$ cat config.mk
export PLATFORM = sky130hd
export DESIGN_NAME = rsw_regs
export DESIGN_NICKNAME = d
export VERILOG_FILES = /design/src/design/rsw_pkg.sv /design/src/design/rsw_regs.sv
export SDC_FILE = /design/constraint.sdc
export NUM_CORES = 1
export LEC_CHECK = 0
export BUFFER_PORTS_ARGS = -buffer_cell sky130_fd_sc_hd__buf_2
export CAP_MARGIN = 20
export CORE_MARGIN = 8
export CORE_UTILIZATION = 60
export DETAILED_ROUTE_END_ITERATION = 10
export HOLD_SLACK_MARGIN = 0.02
export PLACE_DENSITY_LB_ADDON = 0.12
export SYNTH_ARGS = -nofsm -noshare
export SYNTH_HDL_FRONTEND = slang
export SYNTH_SLANG_ARGS = --single-unit
$ cat constraint.sdc
create_clock -name clk -period 6.4 [get_ports clk]
set_input_delay 0.96 -clock clk [delete_from_list [all_inputs] [get_ports clk]]
set_output_delay 0.96 -clock clk [all_outputs]
set_load 0.01 [all_outputs]
$ cat src/design/rsw_pkg.sv
// constants and types for the timer status, interrupt, wake and alarm registers
// How it works
// RULE_01 - settled flag sets when switching flag falls
// RULE_02 - switching flag high from clock enable write
// RULE_03 - sync ready sets when sync busy falls
// RULE_04 - synchronized register writes discarded while busy
// RULE_05 - interval flag sets on selected tap rise
// RULE_06 - compare hit sets on counter match
// RULE_07 - wraparound flag sets on counter overflow
// RULE_08 - status clear ones clear flag and request
// RULE_09 - enable set ones set mask bits
// RULE_10 - enable clear ones clear mask bits
// RULE_11 - mask state reads enabled sources
// RULE_12 - busy hides wake, compare, interval registers
// RULE_13 - interval wake on enabled tap rise
// RULE_14 - compare wake on enabled counter match
// RULE_15 - overflow wake when enabled
// RULE_16 - two full 32-bit compare values
// RULE_17 - interval select 0 picks tap for flag 0
// RULE_18 - interval select 1 picks tap for flag 1
// RULE_19 - busy held through the domain crossing
// RULE_20 - shutdown wakeup clears the mask only
// RULE_21 - irq while any flag and mask set
// RULE_22 - wake request independent of interrupt mask
package rsw_pkg;
    localparam logic [7:0] OFS_STATUS = 8'h08;
    localparam logic [7:0] OFS_CLEAR = 8'h0C;
    localparam logic [7:0] OFS_IER = 8'h10;
    localparam logic [7:0] OFS_IDR = 8'h14;
    localparam logic [7:0] OFS_IMR = 8'h18;
    localparam logic [7:0] OFS_WAKE = 8'h1C;
    localparam logic [7:0] OFS_CMP0 = 8'h20;
    localparam logic [7:0] OFS_CMP1 = 8'h24;
    localparam logic [7:0] OFS_INT0 = 8'h30;
    localparam logic [7:0] OFS_INT1 = 8'h34;
    localparam logic [7:0] OFS_CLKCTL = 8'h40;
    localparam int BIT_OVF = 0;
    localparam int BIT_CMP0 = 8;
    localparam int BIT_CMP1 = 9;
    localparam int BIT_PER0 = 16;
    localparam int BIT_PER1 = 17;
    localparam int BIT_BUSY = 24;
    localparam int BIT_READY = 25;
    localparam int BIT_SWITCHING = 28;
    localparam int BIT_SETTLED = 29;
    localparam logic [31:0] FLAG_MASK = 32'h2203_0301;
    localparam logic [31:0] WAKE_MASK = 32'h0003_0301;
    localparam int TAP_W = 5;
    localparam logic [3:0] SYNC_CYCLES = 4'h4;
    localparam logic [3:0] CLK_CYCLES = 4'h8;
    localparam logic [1:0] RESP_OKAY = 2'h0;
    localparam logic [1:0] RESP_SLVERR = 2'h2;
    typedef struct packed {
        logic [31:0] flags;
        logic [31:0] mask;
        logic [31:0] wake;
        logic [31:0] cmp0;
        logic [31:0] cmp1;
        logic [TAP_W-1:0] tap0;
        logic [TAP_W-1:0] tap1;
        logic [3:0] sync_cnt;
        logic [3:0] clk_cnt;
        logic busy_q;
        logic switching_q;
        logic [1:0] tap_q;
        logic aw_ok;
        logic w_ok;
        logic [7:0] awaddr;
        logic [31:0] wdata;
        logic bvalid;
        logic [1:0] bresp;
        logic arready;
        logic rvalid;
        logic [31:0] rdata;
        logic [1:0] rresp;
        logic irq;
        logic wake_req;
    } rsw_state_t;
endpackage

$ cat src/design/rsw_regs.sv
// status, interrupt mask, wake enable, compare and interval registers on AXI4-Lite
//
// Implementation choice: the AXI4-Lite register port.
`timescale 1ns/10ps
module rsw_regs (
    input wire logic clk,
    input wire logic srst,
    input wire logic shutdown_wake,
    input wire logic [31:0] counter_value,
    input wire logic counter_wrap,
    input wire logic [31:0] prescaler_taps,
    input wire logic [7:0] s_axi_awaddr,
    input wire logic s_axi_awvalid,
    output logic s_axi_awready,
    input wire logic [31:0] s_axi_wdata,
    input wire logic [3:0] s_axi_wstrb,
    input wire logic s_axi_wvalid,
    output logic s_axi_wready,
    output logic [1:0] s_axi_bresp,
    output logic s_axi_bvalid,
    input wire logic s_axi_bready,
    input wire logic [7:0] s_axi_araddr,
    input wire logic s_axi_arvalid,
    output logic s_axi_arready,
    output logic [31:0] s_axi_rdata,
    output logic [1:0] s_axi_rresp,
    output logic s_axi_rvalid,
    input wire logic s_axi_rready,
    output logic irq,
    output logic wake_req,
    output logic sync_busy,
    output logic source_switching_flag
);
    import rsw_pkg::*;

    rsw_state_t st;
    rsw_state_t next_st;
    logic [31:0] events;
    logic [1:0] tap_now;
    logic do_write;
    logic sync_write;
    logic [31:0] rd_word;

    function automatic logic [31:0] merge(input logic [31:0] old, input logic [31:0] data, input logic [3:0] strb);
        logic [31:0] r;
        r = old;
        for (int i = 0; i < 4; i++) begin
            if (strb[i]) begin
                r[i*8 +: 8] = data[i*8 +: 8];
            end
        end
        return r;
    endfunction

    function automatic logic synced(input logic [7:0] a);
        return a == OFS_CLEAR || a == OFS_WAKE || a == OFS_CMP0 || a == OFS_CMP1 || a == OFS_INT0 || a == OFS_INT1;
    endfunction

    // ready outputs are decoded from the registered handshake flags; only arready is a registered flag itself
    assign s_axi_awready = !st.aw_ok && !st.bvalid;
    assign s_axi_wready = !st.w_ok && !st.bvalid;
    assign s_axi_bvalid = st.bvalid;
    assign s_axi_bresp = st.bresp;
    assign s_axi_arready = st.arready;
    assign s_axi_rvalid = st.rvalid;
    assign s_axi_rdata = st.rdata;
    assign s_axi_rresp = st.rresp;
    assign irq = st.irq;
    assign wake_req = st.wake_req;
    assign sync_busy = st.busy_q;
    assign source_switching_flag = st.switching_q;

    assign tap_now = {prescaler_taps[st.tap1], prescaler_taps[st.tap0]}; // RULE_17 RULE_18

    always_comb begin
        events = '0;
        events[BIT_OVF] = counter_wrap; // RULE_07
        events[BIT_CMP0] = counter_value == st.cmp0; // RULE_06 RULE_16
        events[BIT_CMP1] = counter_value == st.cmp1; // RULE_06 RULE_16
        events[BIT_PER0] = tap_now[0] && !st.tap_q[0]; // RULE_05
        events[BIT_PER1] = tap_now[1] && !st.tap_q[1]; // RULE_05
        events[BIT_READY] = st.busy_q && st.sync_cnt == 4'h1; // RULE_03
        events[BIT_SETTLED] = st.switching_q && st.clk_cnt == 4'h1; // RULE_01
    end

    always_comb begin
        rd_word = '0;
        unique case (s_axi_araddr)
            OFS_STATUS: rd_word = (st.flags & FLAG_MASK) | ({31'h0, st.busy_q} << BIT_BUSY)
                | ({31'h0, st.switching_q} << BIT_SWITCHING); // RULE_02
            OFS_IMR: rd_word = st.mask & FLAG_MASK; // RULE_11
            OFS_WAKE: rd_word = st.busy_q ? 32'h0 : st.wake; // RULE_12
            OFS_CMP0: rd_word = st.busy_q ? 32'h0 : st.cmp0; // RULE_12
            OFS_CMP1: rd_word = st.busy_q ? 32'h0 : st.cmp1; // RULE_12
            OFS_INT0: rd_word = st.busy_q ? 32'h0 : {27'h0, st.tap0}; // RULE_12
            OFS_INT1: rd_word = st.busy_q ? 32'h0 : {27'h0, st.tap1}; // RULE_12
            default: rd_word = '0;
        endcase
    end

    always_comb begin
        next_st = st;
        do_write = st.aw_ok && st.w_ok && !st.bvalid;
        sync_write = do_write && synced(st.awaddr);
        next_st.tap_q = tap_now;
        // set wins over a same-cycle clear
        next_st.flags = st.flags;
        if (s_axi_awvalid && s_axi_awready) begin
            next_st.aw_ok = 1'b1;
            next_st.awaddr = s_axi_awaddr;
        end
        if (s_axi_wvalid && s_axi_wready) begin
            next_st.w_ok = 1'b1;
            next_st.wdata = merge(32'h0, s_axi_wdata, s_axi_wstrb);
        end
        if (st.busy_q) begin
            next_st.sync_cnt = st.sync_cnt - 4'h1;
            next_st.busy_q = st.sync_cnt != 4'h1; // RULE_19
        end
        if (st.switching_q) begin
            next_st.clk_cnt = st.clk_cnt - 4'h1;
            next_st.switching_q = st.clk_cnt != 4'h1;
        end
        if (do_write) begin
            next_st.aw_ok = 1'b0;
            next_st.w_ok = 1'b0;
            next_st.bvalid = 1'b1;
            next_st.bresp = RESP_OKAY;
            if (synced(st.awaddr) && st.busy_q) begin
                next_st.bresp = RESP_OKAY; // RULE_04 RULE_12
            end else begin
                unique case (st.awaddr)
                    OFS_CLEAR: next_st.flags = st.flags & ~(st.wdata & FLAG_MASK); // RULE_08
                    OFS_IER: next_st.mask = st.mask | (st.wdata & FLAG_MASK); // RULE_09
                    OFS_IDR: next_st.mask = st.mask & ~(st.wdata & FLAG_MASK); // RULE_10
                    OFS_WAKE: next_st.wake = st.wdata & WAKE_MASK;
                    OFS_CMP0: next_st.cmp0 = st.wdata;
                    OFS_CMP1: next_st.cmp1 = st.wdata;
                    OFS_INT0: next_st.tap0 = st.wdata[TAP_W-1:0];
                    OFS_INT1: next_st.tap1 = st.wdata[TAP_W-1:0];
                    OFS_CLKCTL: begin
                        next_st.switching_q = 1'b1; // RULE_02
                        next_st.clk_cnt = CLK_CYCLES;
                    end
                    OFS_STATUS, OFS_IMR: next_st.bresp = RESP_OKAY;
                    default: next_st.bresp = RESP_SLVERR;
                endcase
                if (sync_write) begin
                    next_st.busy_q = 1'b1; // RULE_19
                    next_st.sync_cnt = SYNC_CYCLES;
                end
            end
        end
        next_st.flags = next_st.flags | (events & FLAG_MASK); // RULE_01 RULE_03 RULE_05 RULE_06 RULE_07
        if (st.bvalid && s_axi_bready) begin
            next_st.bvalid = 1'b0;
        end
        next_st.arready = 1'b0;
        if (s_axi_arvalid && !st.arready && !st.rvalid) begin
            next_st.arready = 1'b1;
            next_st.rvalid = 1'b1;
            next_st.rdata = rd_word;
            next_st.rresp = RESP_OKAY;
        end
        if (st.rvalid && s_axi_rready) begin
            next_st.rvalid = 1'b0;
        end
        if (shutdown_wake) begin
            next_st.mask = '0; // RULE_20
        end
        next_st.irq = |(next_st.flags & next_st.mask & FLAG_MASK); // RULE_21
        next_st.wake_req = |(events & st.wake & WAKE_MASK); // RULE_13 RULE_14 RULE_15 RULE_22
    end

    always_ff @(posedge clk) begin
        if (srst) begin
            st <= '0;
        end else begin
            st <= next_st;
        end
    end

    // irq is registered from the same next-state copy as flags and mask, so it matches them every cycle
    irq_follows_a: assert property (@(posedge clk) disable iff (srst)
        irq == |(st.flags & st.mask & FLAG_MASK)) else $error("irq not tied to flags and mask"); // RULE_21
    busy_hold_a: assert property (@(posedge clk) disable iff (srst)
        $rose(sync_busy) |-> sync_busy [*4] ##1 !sync_busy) else $error("busy length wrong"); // RULE_19
    ready_on_fall_a: assert property (@(posedge clk) disable iff (srst)
        $fell(sync_busy) |-> st.flags[BIT_READY]) else $error("sync ready not set"); // RULE_03
    settled_on_fall_a: assert property (@(posedge clk) disable iff (srst)
        $fell(source_switching_flag) |-> st.flags[BIT_SETTLED]) else $error("settled not set"); // RULE_01
    wrap_sets_a: assert property (@(posedge clk) disable iff (srst)
        counter_wrap |=> st.flags[BIT_OVF]) else $error("wraparound lost"); // RULE_07
    cmp_sets_a: assert property (@(posedge clk) disable iff (srst)
        counter_value == st.cmp0 |=> st.flags[BIT_CMP0]) else $error("compare hit lost"); // RULE_06
    busy_discard_a: assert property (@(posedge clk) disable iff (srst)
        do_write && st.busy_q && st.awaddr == OFS_CMP0 |=> $stable(st.cmp0)) else $error("write while busy"); // RULE_04
    ier_sets_a: assert property (@(posedge clk) disable iff (srst)
        do_write && st.awaddr == OFS_IER && !shutdown_wake |=> (st.mask & $past(st.wdata) & FLAG_MASK)
        == ($past(st.wdata) & FLAG_MASK)) else $error("mask not set"); // RULE_09
    idr_clears_a: assert property (@(posedge clk) disable iff (srst)
        do_write && st.awaddr == OFS_IDR |=> (st.mask & $past(st.wdata)) == 32'h0) else $error("mask not cleared"); // RULE_10
    wake_gate_a: assert property (@(posedge clk) disable iff (srst)
        counter_wrap && !st.wake[BIT_OVF] && !(|(events & st.wake)) |=> !wake_req) else $error("wake ungated"); // RULE_15
    shut_mask_a: assert property (@(posedge clk) disable iff (srst)
        shutdown_wake |=> st.mask == 32'h0) else $error("mask kept on wakeup"); // RULE_20
endmodule

==> out/results.ini, run 1 <==
[synth]
netlist_area_sq_mm=0.00903
synth-edff-count=0
seq_area_frac_synth=0.410
synth_ff_type=dfxtp_1
ys_types=65
synth_warnings=0
synthArstFlopShare=0
avgSynthCellArea_sq_um=8.23
ys_seq_elements=185
synthCells=1097

[sta]
report.final.slew_viol_count=0
tightestPinTransition_ps=1070
finalSetupViolations=0
slew_headroom=0.284
period_share=0.418
setup_tns_ps=0
max_freq_mhz=374
finalHoldViolCount=0
clock_skew_ps=8.11
min_period_ps=2670
rsz0062_at_grt=false

[worst_setup_path]
crit_fanout=28
cp_top_family=simple AND/OR/NAND/NOR gates
endpoint_kind=flop
crit_buf_inv=1
path_class=in2reg
start_kind=primary input
worstPathRequired_ps=6770
worstReg2RegEnd=irq$_SDFF_PP0_
cp_slowest_stage_delay_ps=720
r2r_setup_slack_ps=3740
arrival_ps=3040
r2r_start=st[100]$_SDFFE_PP0P_
path_common_cell=nor2_1
slowest_stage=or3b_2
path_cells=buf_2 -> or3b_2 -> nor3_1 -> nand2_1 -> nor2_1 -> a21oi_1 -> nor2_1
rr_worst_depth=7

[route]
drt_iter0_drc=914
vias=8171
dr.pass1.iters=6
drc=0
ant_nets=0
wl_per_cell_um=18.6
avgViaCountPerCell=5.93
drt-total-wl_um=25700

[layout]
nNetsFinal=1306
final_common_cell=nand2_1
multi_input_area_sq_mm=0.00468
synthToLayoutAreaGrowth_pct=12.4
layout.cells.most_common_list=209 x nand2_1, 185 x dfxtp_1, 165 x buf_2
seqCellArea_sq_mm=0.00370
diodes=0
drive_gt1_frac=0.203
fillCellCount=1318

[min_path]
min_path_cells=2
whs_endpoint=s_axi_rdata[24]$_SDFFE_PP0P_
hp-class=reg2reg
hp-start=s_axi_rdata[24]$_SDFFE_PP0P_

[clock_network]
clk_latency_ps=440
cts_setup_buffers=0
cts.reportedPaths.clkPinSlew_ps=70
cts_hold_buf=0
cts_root_buffer=clkbuf_16
cts_tree=built
clock_path_buffers=2
htree_levels=4
cts_buffers=17
clock_sinks=185
cts_resized=0

[placement]
port_buffers=166
gp_congestion=0.949
dp_hpwl_um=18500

[grt]
first_global_vias=7616
track_usage=0.261
overflow=0
grt_pass1_wl_um=40500
grt_max_degree=108
antenna_found_initial=0

[status]
status=completed

[power]
pwr_density_cell_mw_per_mm2=247
leakagePower_nw=4.02
peakVddDrop_uv=205
p_total_w=0.00250

[die]
die_h_um=139
floorplan.initialDensity=0.603
die_area_sq_mm=0.0192
ioPinCount=170
core-area_sq_mm=0.0150
placementRows=45
fp.dieW_um=139

[run]
drv_cap=0

[worst max-delay path by stage]
stage | to | slack [ps] | cells after the start | start
2_1_floorplan | s_axi_rdata[4]$_SDFFE_PP0P_ | 3780 | 7 | s_axi_araddr[4]
6_report | s_axi_rdata[10]$_SDFFE_PP0P_ | 3730 | 7 | s_axi_arvalid
4_1_cts | irq$_SDFF_PP0_ | 3700 | 7 | st[100]$_SDFFE_PP0P_
3_5_place_dp | s_axi_rdata[2]$_SDFFE_PP0P_ | 3290 | 7 | s_axi_arvalid
5_1_grt | irq$_SDFF_PP0_ | 3560 | 7 | st[100]$_SDFFE_PP0P_
3_3_place_gp | s_axi_rdata[4]$_SDFFE_PP0P_ | 3320 | 7 | s_axi_arvalid
[stage by stage]
step                std cells  worst slack, ps  utilization  area, sq um  hold slack [ps]
floorplan                1099             3780            -         9030              437
global placement         1346             3320        0.636         9530              461
detailed placement       1346             3290        0.636         9530              461
CTS                      1378             3700        0.677        10100              471
global route             1378             3560        0.677        10100              493
finish                   1378             3730        0.677        10100              474
[synth_stat cells (3+ instances only)]
| cell type | n | share of area |
|---|---|---|
| nor2b_1 | 4 | 0.0028 |
| nor4_1 | 20 | 0.014 |
| o21ai_1 | 7 | 0.0039 |
| o22ai_1 | 4 | 0.0028 |
| buf_2 | 18 | 0.010 |
| nand2b_1 | 6 | 0.0042 |
| a22oi_1 | 27 | 0.022 |
| a21oi_1 | 148 | 0.082 |
| mux2i_1 | 26 | 0.029 |
| ha_1 | 4 | 0.0055 |
| mux4_2 | 16 | 0.040 |
| a21boi_0 | 3 | 0.0025 |
| nand4_1 | 5 | 0.0035 |
| and3b_1 | 3 | 0.0029 |
| a222oi_1 | 6 | 0.0067 |
| nand3_1 | 41 | 0.023 |
| and3_1 | 4 | 0.0028 |
| dfxtp_1 | 185 | 0.41 |
| nor2_1 | 112 | 0.047 |
| nor3_1 | 12 | 0.0067 |
| o21ai_0 | 7 | 0.0039 |
| a211oi_1 | 3 | 0.0025 |
| buf_6 | 5 | 0.0062 |
| nand2_1 | 209 | 0.087 |
| clkbuf_1 | 50 | 0.021 |
| buf_4 | 37 | 0.031 |
| o221ai_1 | 7 | 0.0068 |
| inv_1 | 8 | 0.0033 |
| xor2_1 | 67 | 0.065 |
| mux2_2 | 5 | 0.0062 |
[area by class of cell]
type                       count  share of cell area
multi-input combinational    793               0.462
sequential                   185               0.365
timing repair buffer         172              0.0866
clock buffer                  18              0.0433
tap                          188              0.0232
clock inverter                14              0.0174
inverter                       8             0.00296
[routing by layer]
| layer | GRT usage | wire length (um) | vias to the layer above |
|---|---|---|---|
| met5 | 0 | 0 | - |
| met3 | 0.0551 | 2290 | 45 |
| li1 | - | - | 3903 |
| met2 | 0.390 | 11200 | 406 |
| met1 | 0.361 | 11500 | 3817 |
| met4 | 0.105 | 646 | 0 |
[tightest hold or removal path: cells and delay by family (launching register included)]
family / cells / cell delay, ps
compound gates: 1 / 60
flops: 1 / 310
simple gates: 1 / 60
[sequential cells by signal, summed over array words and instances (netlist names)]
signal,count
sync_busy,1
s_axi_bvalid,1
s_axi_rdata,32
s_axi_arready,1
wake_req,1
s_axi_bresp,1
source_switching_flag,1
s_axi_rvalid,1
st,145
irq,1
[where the power goes]
group | switching (W) | internal, W | total [W]
Clock | 0.000491 | 0.000606 | 0.00110
Combinational | 0.000120 | 0.0000807 | 0.000201
Sequential | 0.0000302 | 0.00117 | 0.00120
Total | 0.000642 | 0.00186 | 0.00250
[cells by family after synthesis]
logic type	synth area share
xor+xnor	0.0669
fa+ha+maj	0.00554
other cells	0.000415
compound gates	0.150
buf+inv	0.0725
flops	0.410
simple gates	0.219
mux	0.0750
(Power assumes the default switching activity.)
==> run 2: changes to the inputs <==
--- a/config.mk
+++ b/config.mk
@@ -5,10 +5,11 @@
 export SDC_FILE = /design/constraint.sdc
 export NUM_CORES = 1
 export LEC_CHECK = 0
+export ABC_AREA = 1
 export BUFFER_PORTS_ARGS = -buffer_cell sky130_fd_sc_hd__buf_2
 export CAP_MARGIN = 20
 export CORE_MARGIN = 8
-export CORE_UTILIZATION = 60
+export CORE_UTILIZATION = 51
 export DETAILED_ROUTE_END_ITERATION = 10
 export HOLD_SLACK_MARGIN = 0.02
 export PLACE_DENSITY_LB_ADDON = 0.12
==> constraint.sdc (replaced) <==
create_clock -name clk -period 2.4 [get_ports clk]
set_input_delay 0.36 -clock clk [delete_from_list [all_inputs] [get_ports clk]]
set_output_delay 0.36 -clock clk [all_outputs]
set_load 0.01 [all_outputs]
==> run 2 against run 1 <==
  * Sequential share of layout area decreased by 2.6 points
  * Register-to-register slack got worse by 3400 ps
  * Global-route usage decreased by 2.0 points
  * Synthesized cell count rose by 23%
  * Non-clock buffer count grew 21
  * Area after synthesis rose by 5.8%
  * First-iteration DRC count is 14% higher
  * Die area is 21% higher
  * Critical path type is now reg2reg
  * Highest routed layer unchanged
==> out/results.ini, run 2 <==
[power]
internal_power_w=0.00497
peakVddDrop_uv=472
p_comb_frac=0.111
power.share.switching=0.265
leakagePower_nw=4.62
pwr_density_cell_mw_per_mm2=619
power_frac_seq=0.477
p_switching_w=0.00180
clkPwrFrac=0.412

[route]
avgViaCountPerCell=5.47
vias=9302
wl_per_cell_um=16.8
ant_nets=0
drt-total-wl_um=28600
drc=0
drt_iter0_drc=1038
dr.pass1.iters=5

[clock_network]
clock_path_buffers=2
clk_latency_ps=430
cts_hold_buf=0
cts_root_buffer=clkbuf_16
clock_sinks=185
cts.reportedPaths.clkPinSlew_ps=70
cts_buffers=17
cts_resized=0
cts_setup_buffers=0
htree_levels=4
cts_tree=built

[die]
die_area_sq_mm=0.0234
die_h_um=153
placementRows=50
fp.dieW_um=153
ioPinCount=170
floorplan.initialDensity=0.516
core-area_sq_mm=0.0185

[synth]
synthTopCellsByArea=dfxtp_1 39%, nand2_1 11%, a21oi_1 8.6%, nand3_1 7.1%, inv_1 4.0%
synth_ff_type=dfxtp_1
ys_seq_elements=185
synthArstFlopShare=0
synth_top_area_share=0.388
synth_warnings=0
seq_area_frac_synth=0.388
yosys.area.top_type=dfxtp_1
avgSynthCellArea_sq_um=7.09
yosysMostFrequentCell=nand2_1
synthCells=1347
netlist_area_sq_mm=0.00955
synth.top_cells.by_count=278 x nand2_1, 185 x dfxtp_1, 164 x a21oi_1
ys_types=43
synth-edff-count=0

[worst_setup_path]
cp_top_family=simple AND/OR/NAND/NOR gates
cp_slowest_stage_delay_ps=390
crit_fanout=24
path_class=reg2reg
crit_buf_inv=2
arrival_ps=2450
path_cells=inv_2 -> nand2_2 -> nor2_1 -> nor2_2 -> nand3_2 -> nand2_4 -> nand2_4 -> nor2_4 -> buf_4 -> o21ai_0 -> a21oi_1
worstPathRequired_ps=2760
start_kind=flop
path_common_cell=nand2_4
endpoint_kind=flop
slowest_stage=dfxtp_1

[min_path]
hp-class=in2reg

[layout]
final_common_cell=nand2_1
diodes=0
drive_gt1_frac=0.182
fillCellCount=1832
stdcell_count=1699
nNetsFinal=1581
synthToLayoutAreaGrowth_pct=14.5
max_flop_register=st
largest_reg_flops=145
layout.cells.most_common_list=277 x nand2_1, 185 x dfxtp_1, 166 x buf_2

[grt]
grt_max_degree=92
grt_pass1_wl_um=45700
track_usage=0.241
overflow=0
antenna_found_initial=0
first_global_vias=8723

[placement]
gp_congestion=0.879
pre_cts_ws_ps=278
dp_hpwl_um=21000
port_buffers=166
dp.cells=1667

[sta]
setup_tns_ps=0
report.final.slew_viol_count=0
finalSetupViolations=0
finalHoldViolCount=0
max_freq_mhz=478
period_share=0.872
slew_headroom=0.624
tightestPinTransition_ps=557
fin_ws_ps=308
clock_skew_ps=6.81
min_period_ps=2090
rsz0062_at_grt=false

[status]
status=completed

[run]
drv_cap=0

-- run 2: power groups by stage --
| stage | Clock, W | Combinational, W | Sequential [W] |
|---|---|---|---|
| 2_1_floorplan | 0 | 0.000476 | 0.00327 |
| 3_3_place_gp | 0 | 0.000739 | 0.00329 |
| 3_5_place_dp | 0 | 0.000744 | 0.00330 |
| 4_1_cts | 0.00281 | 0.000749 | 0.00323 |
| 5_1_grt | 0.00295 | 0.000834 | 0.00324 |
| 6_report | 0.00279 | 0.000751 | 0.00323 |
-- run 2: worst paths after layout --
| path | start | endpoint | slack (ps) | cells past startpoint |
|---|---|---|---|---|
| max reg2reg | st[78]$_SDFFE_PP0P_ | st[129]$_SDFFE_PP0P_ | 310 | 11 |
| min | s_axi_bready | s_axi_bvalid$_SDFFE_PP0P_ | 100 | 2 |
| max | st[78]$_SDFFE_PP0P_ | st[129]$_SDFFE_PP0P_ | 310 | 11 |
| min reg2reg | s_axi_rdata[8]$_SDFFE_PP0P_ | s_axi_rdata[8]$_SDFFE_PP0P_ | 460 | 2 |
-- run 2: routing by layer --
metal,GRT usage,vias to the layer above,wire [um]
li1,-,4665,-
met1,0.333,4242,13300
met2,0.367,351,12300
met3,0.0569,44,2380
met4,0.0735,0,556
met5,0,-,0
-- run 2: stage by stage --
stage	hold slack [ps]	power [W]	util	instance area [sq um]
5_1_grt	98.1	0.00702	0.590	10900
6_report	103	0.00676	0.590	10900
4_1_cts	93.1	0.00679	0.590	10900
2_1_floorplan	442	0.00375	-	9560
3_3_place_gp	452	0.00403	0.559	10400
3_5_place_dp	456	0.00404	0.559	10400
-- run 2: final cells by class --
type	instances	area (sq um)	area share
clock buffer	18	429	0.0393
clock inverter	14	149	0.0136
inverter	114	428	0.0391
multi-input combinational	941	4830	0.442
sequential	185	3700	0.339
tap	234	293	0.0268
timing repair buffer	193	1100	0.100
-- run 2: cell families after synthesis --
group,count (synthesis),synth area share
flip-flops,185,0.388
AO/OA/AOI/OAI,328,0.188
adder cells (fa/ha/maj),4,0.00524
other,1,0.000393
XOR/XNOR,61,0.0560
AND/OR/NAND/NOR,545,0.255
buffers and inverters,223,0.108
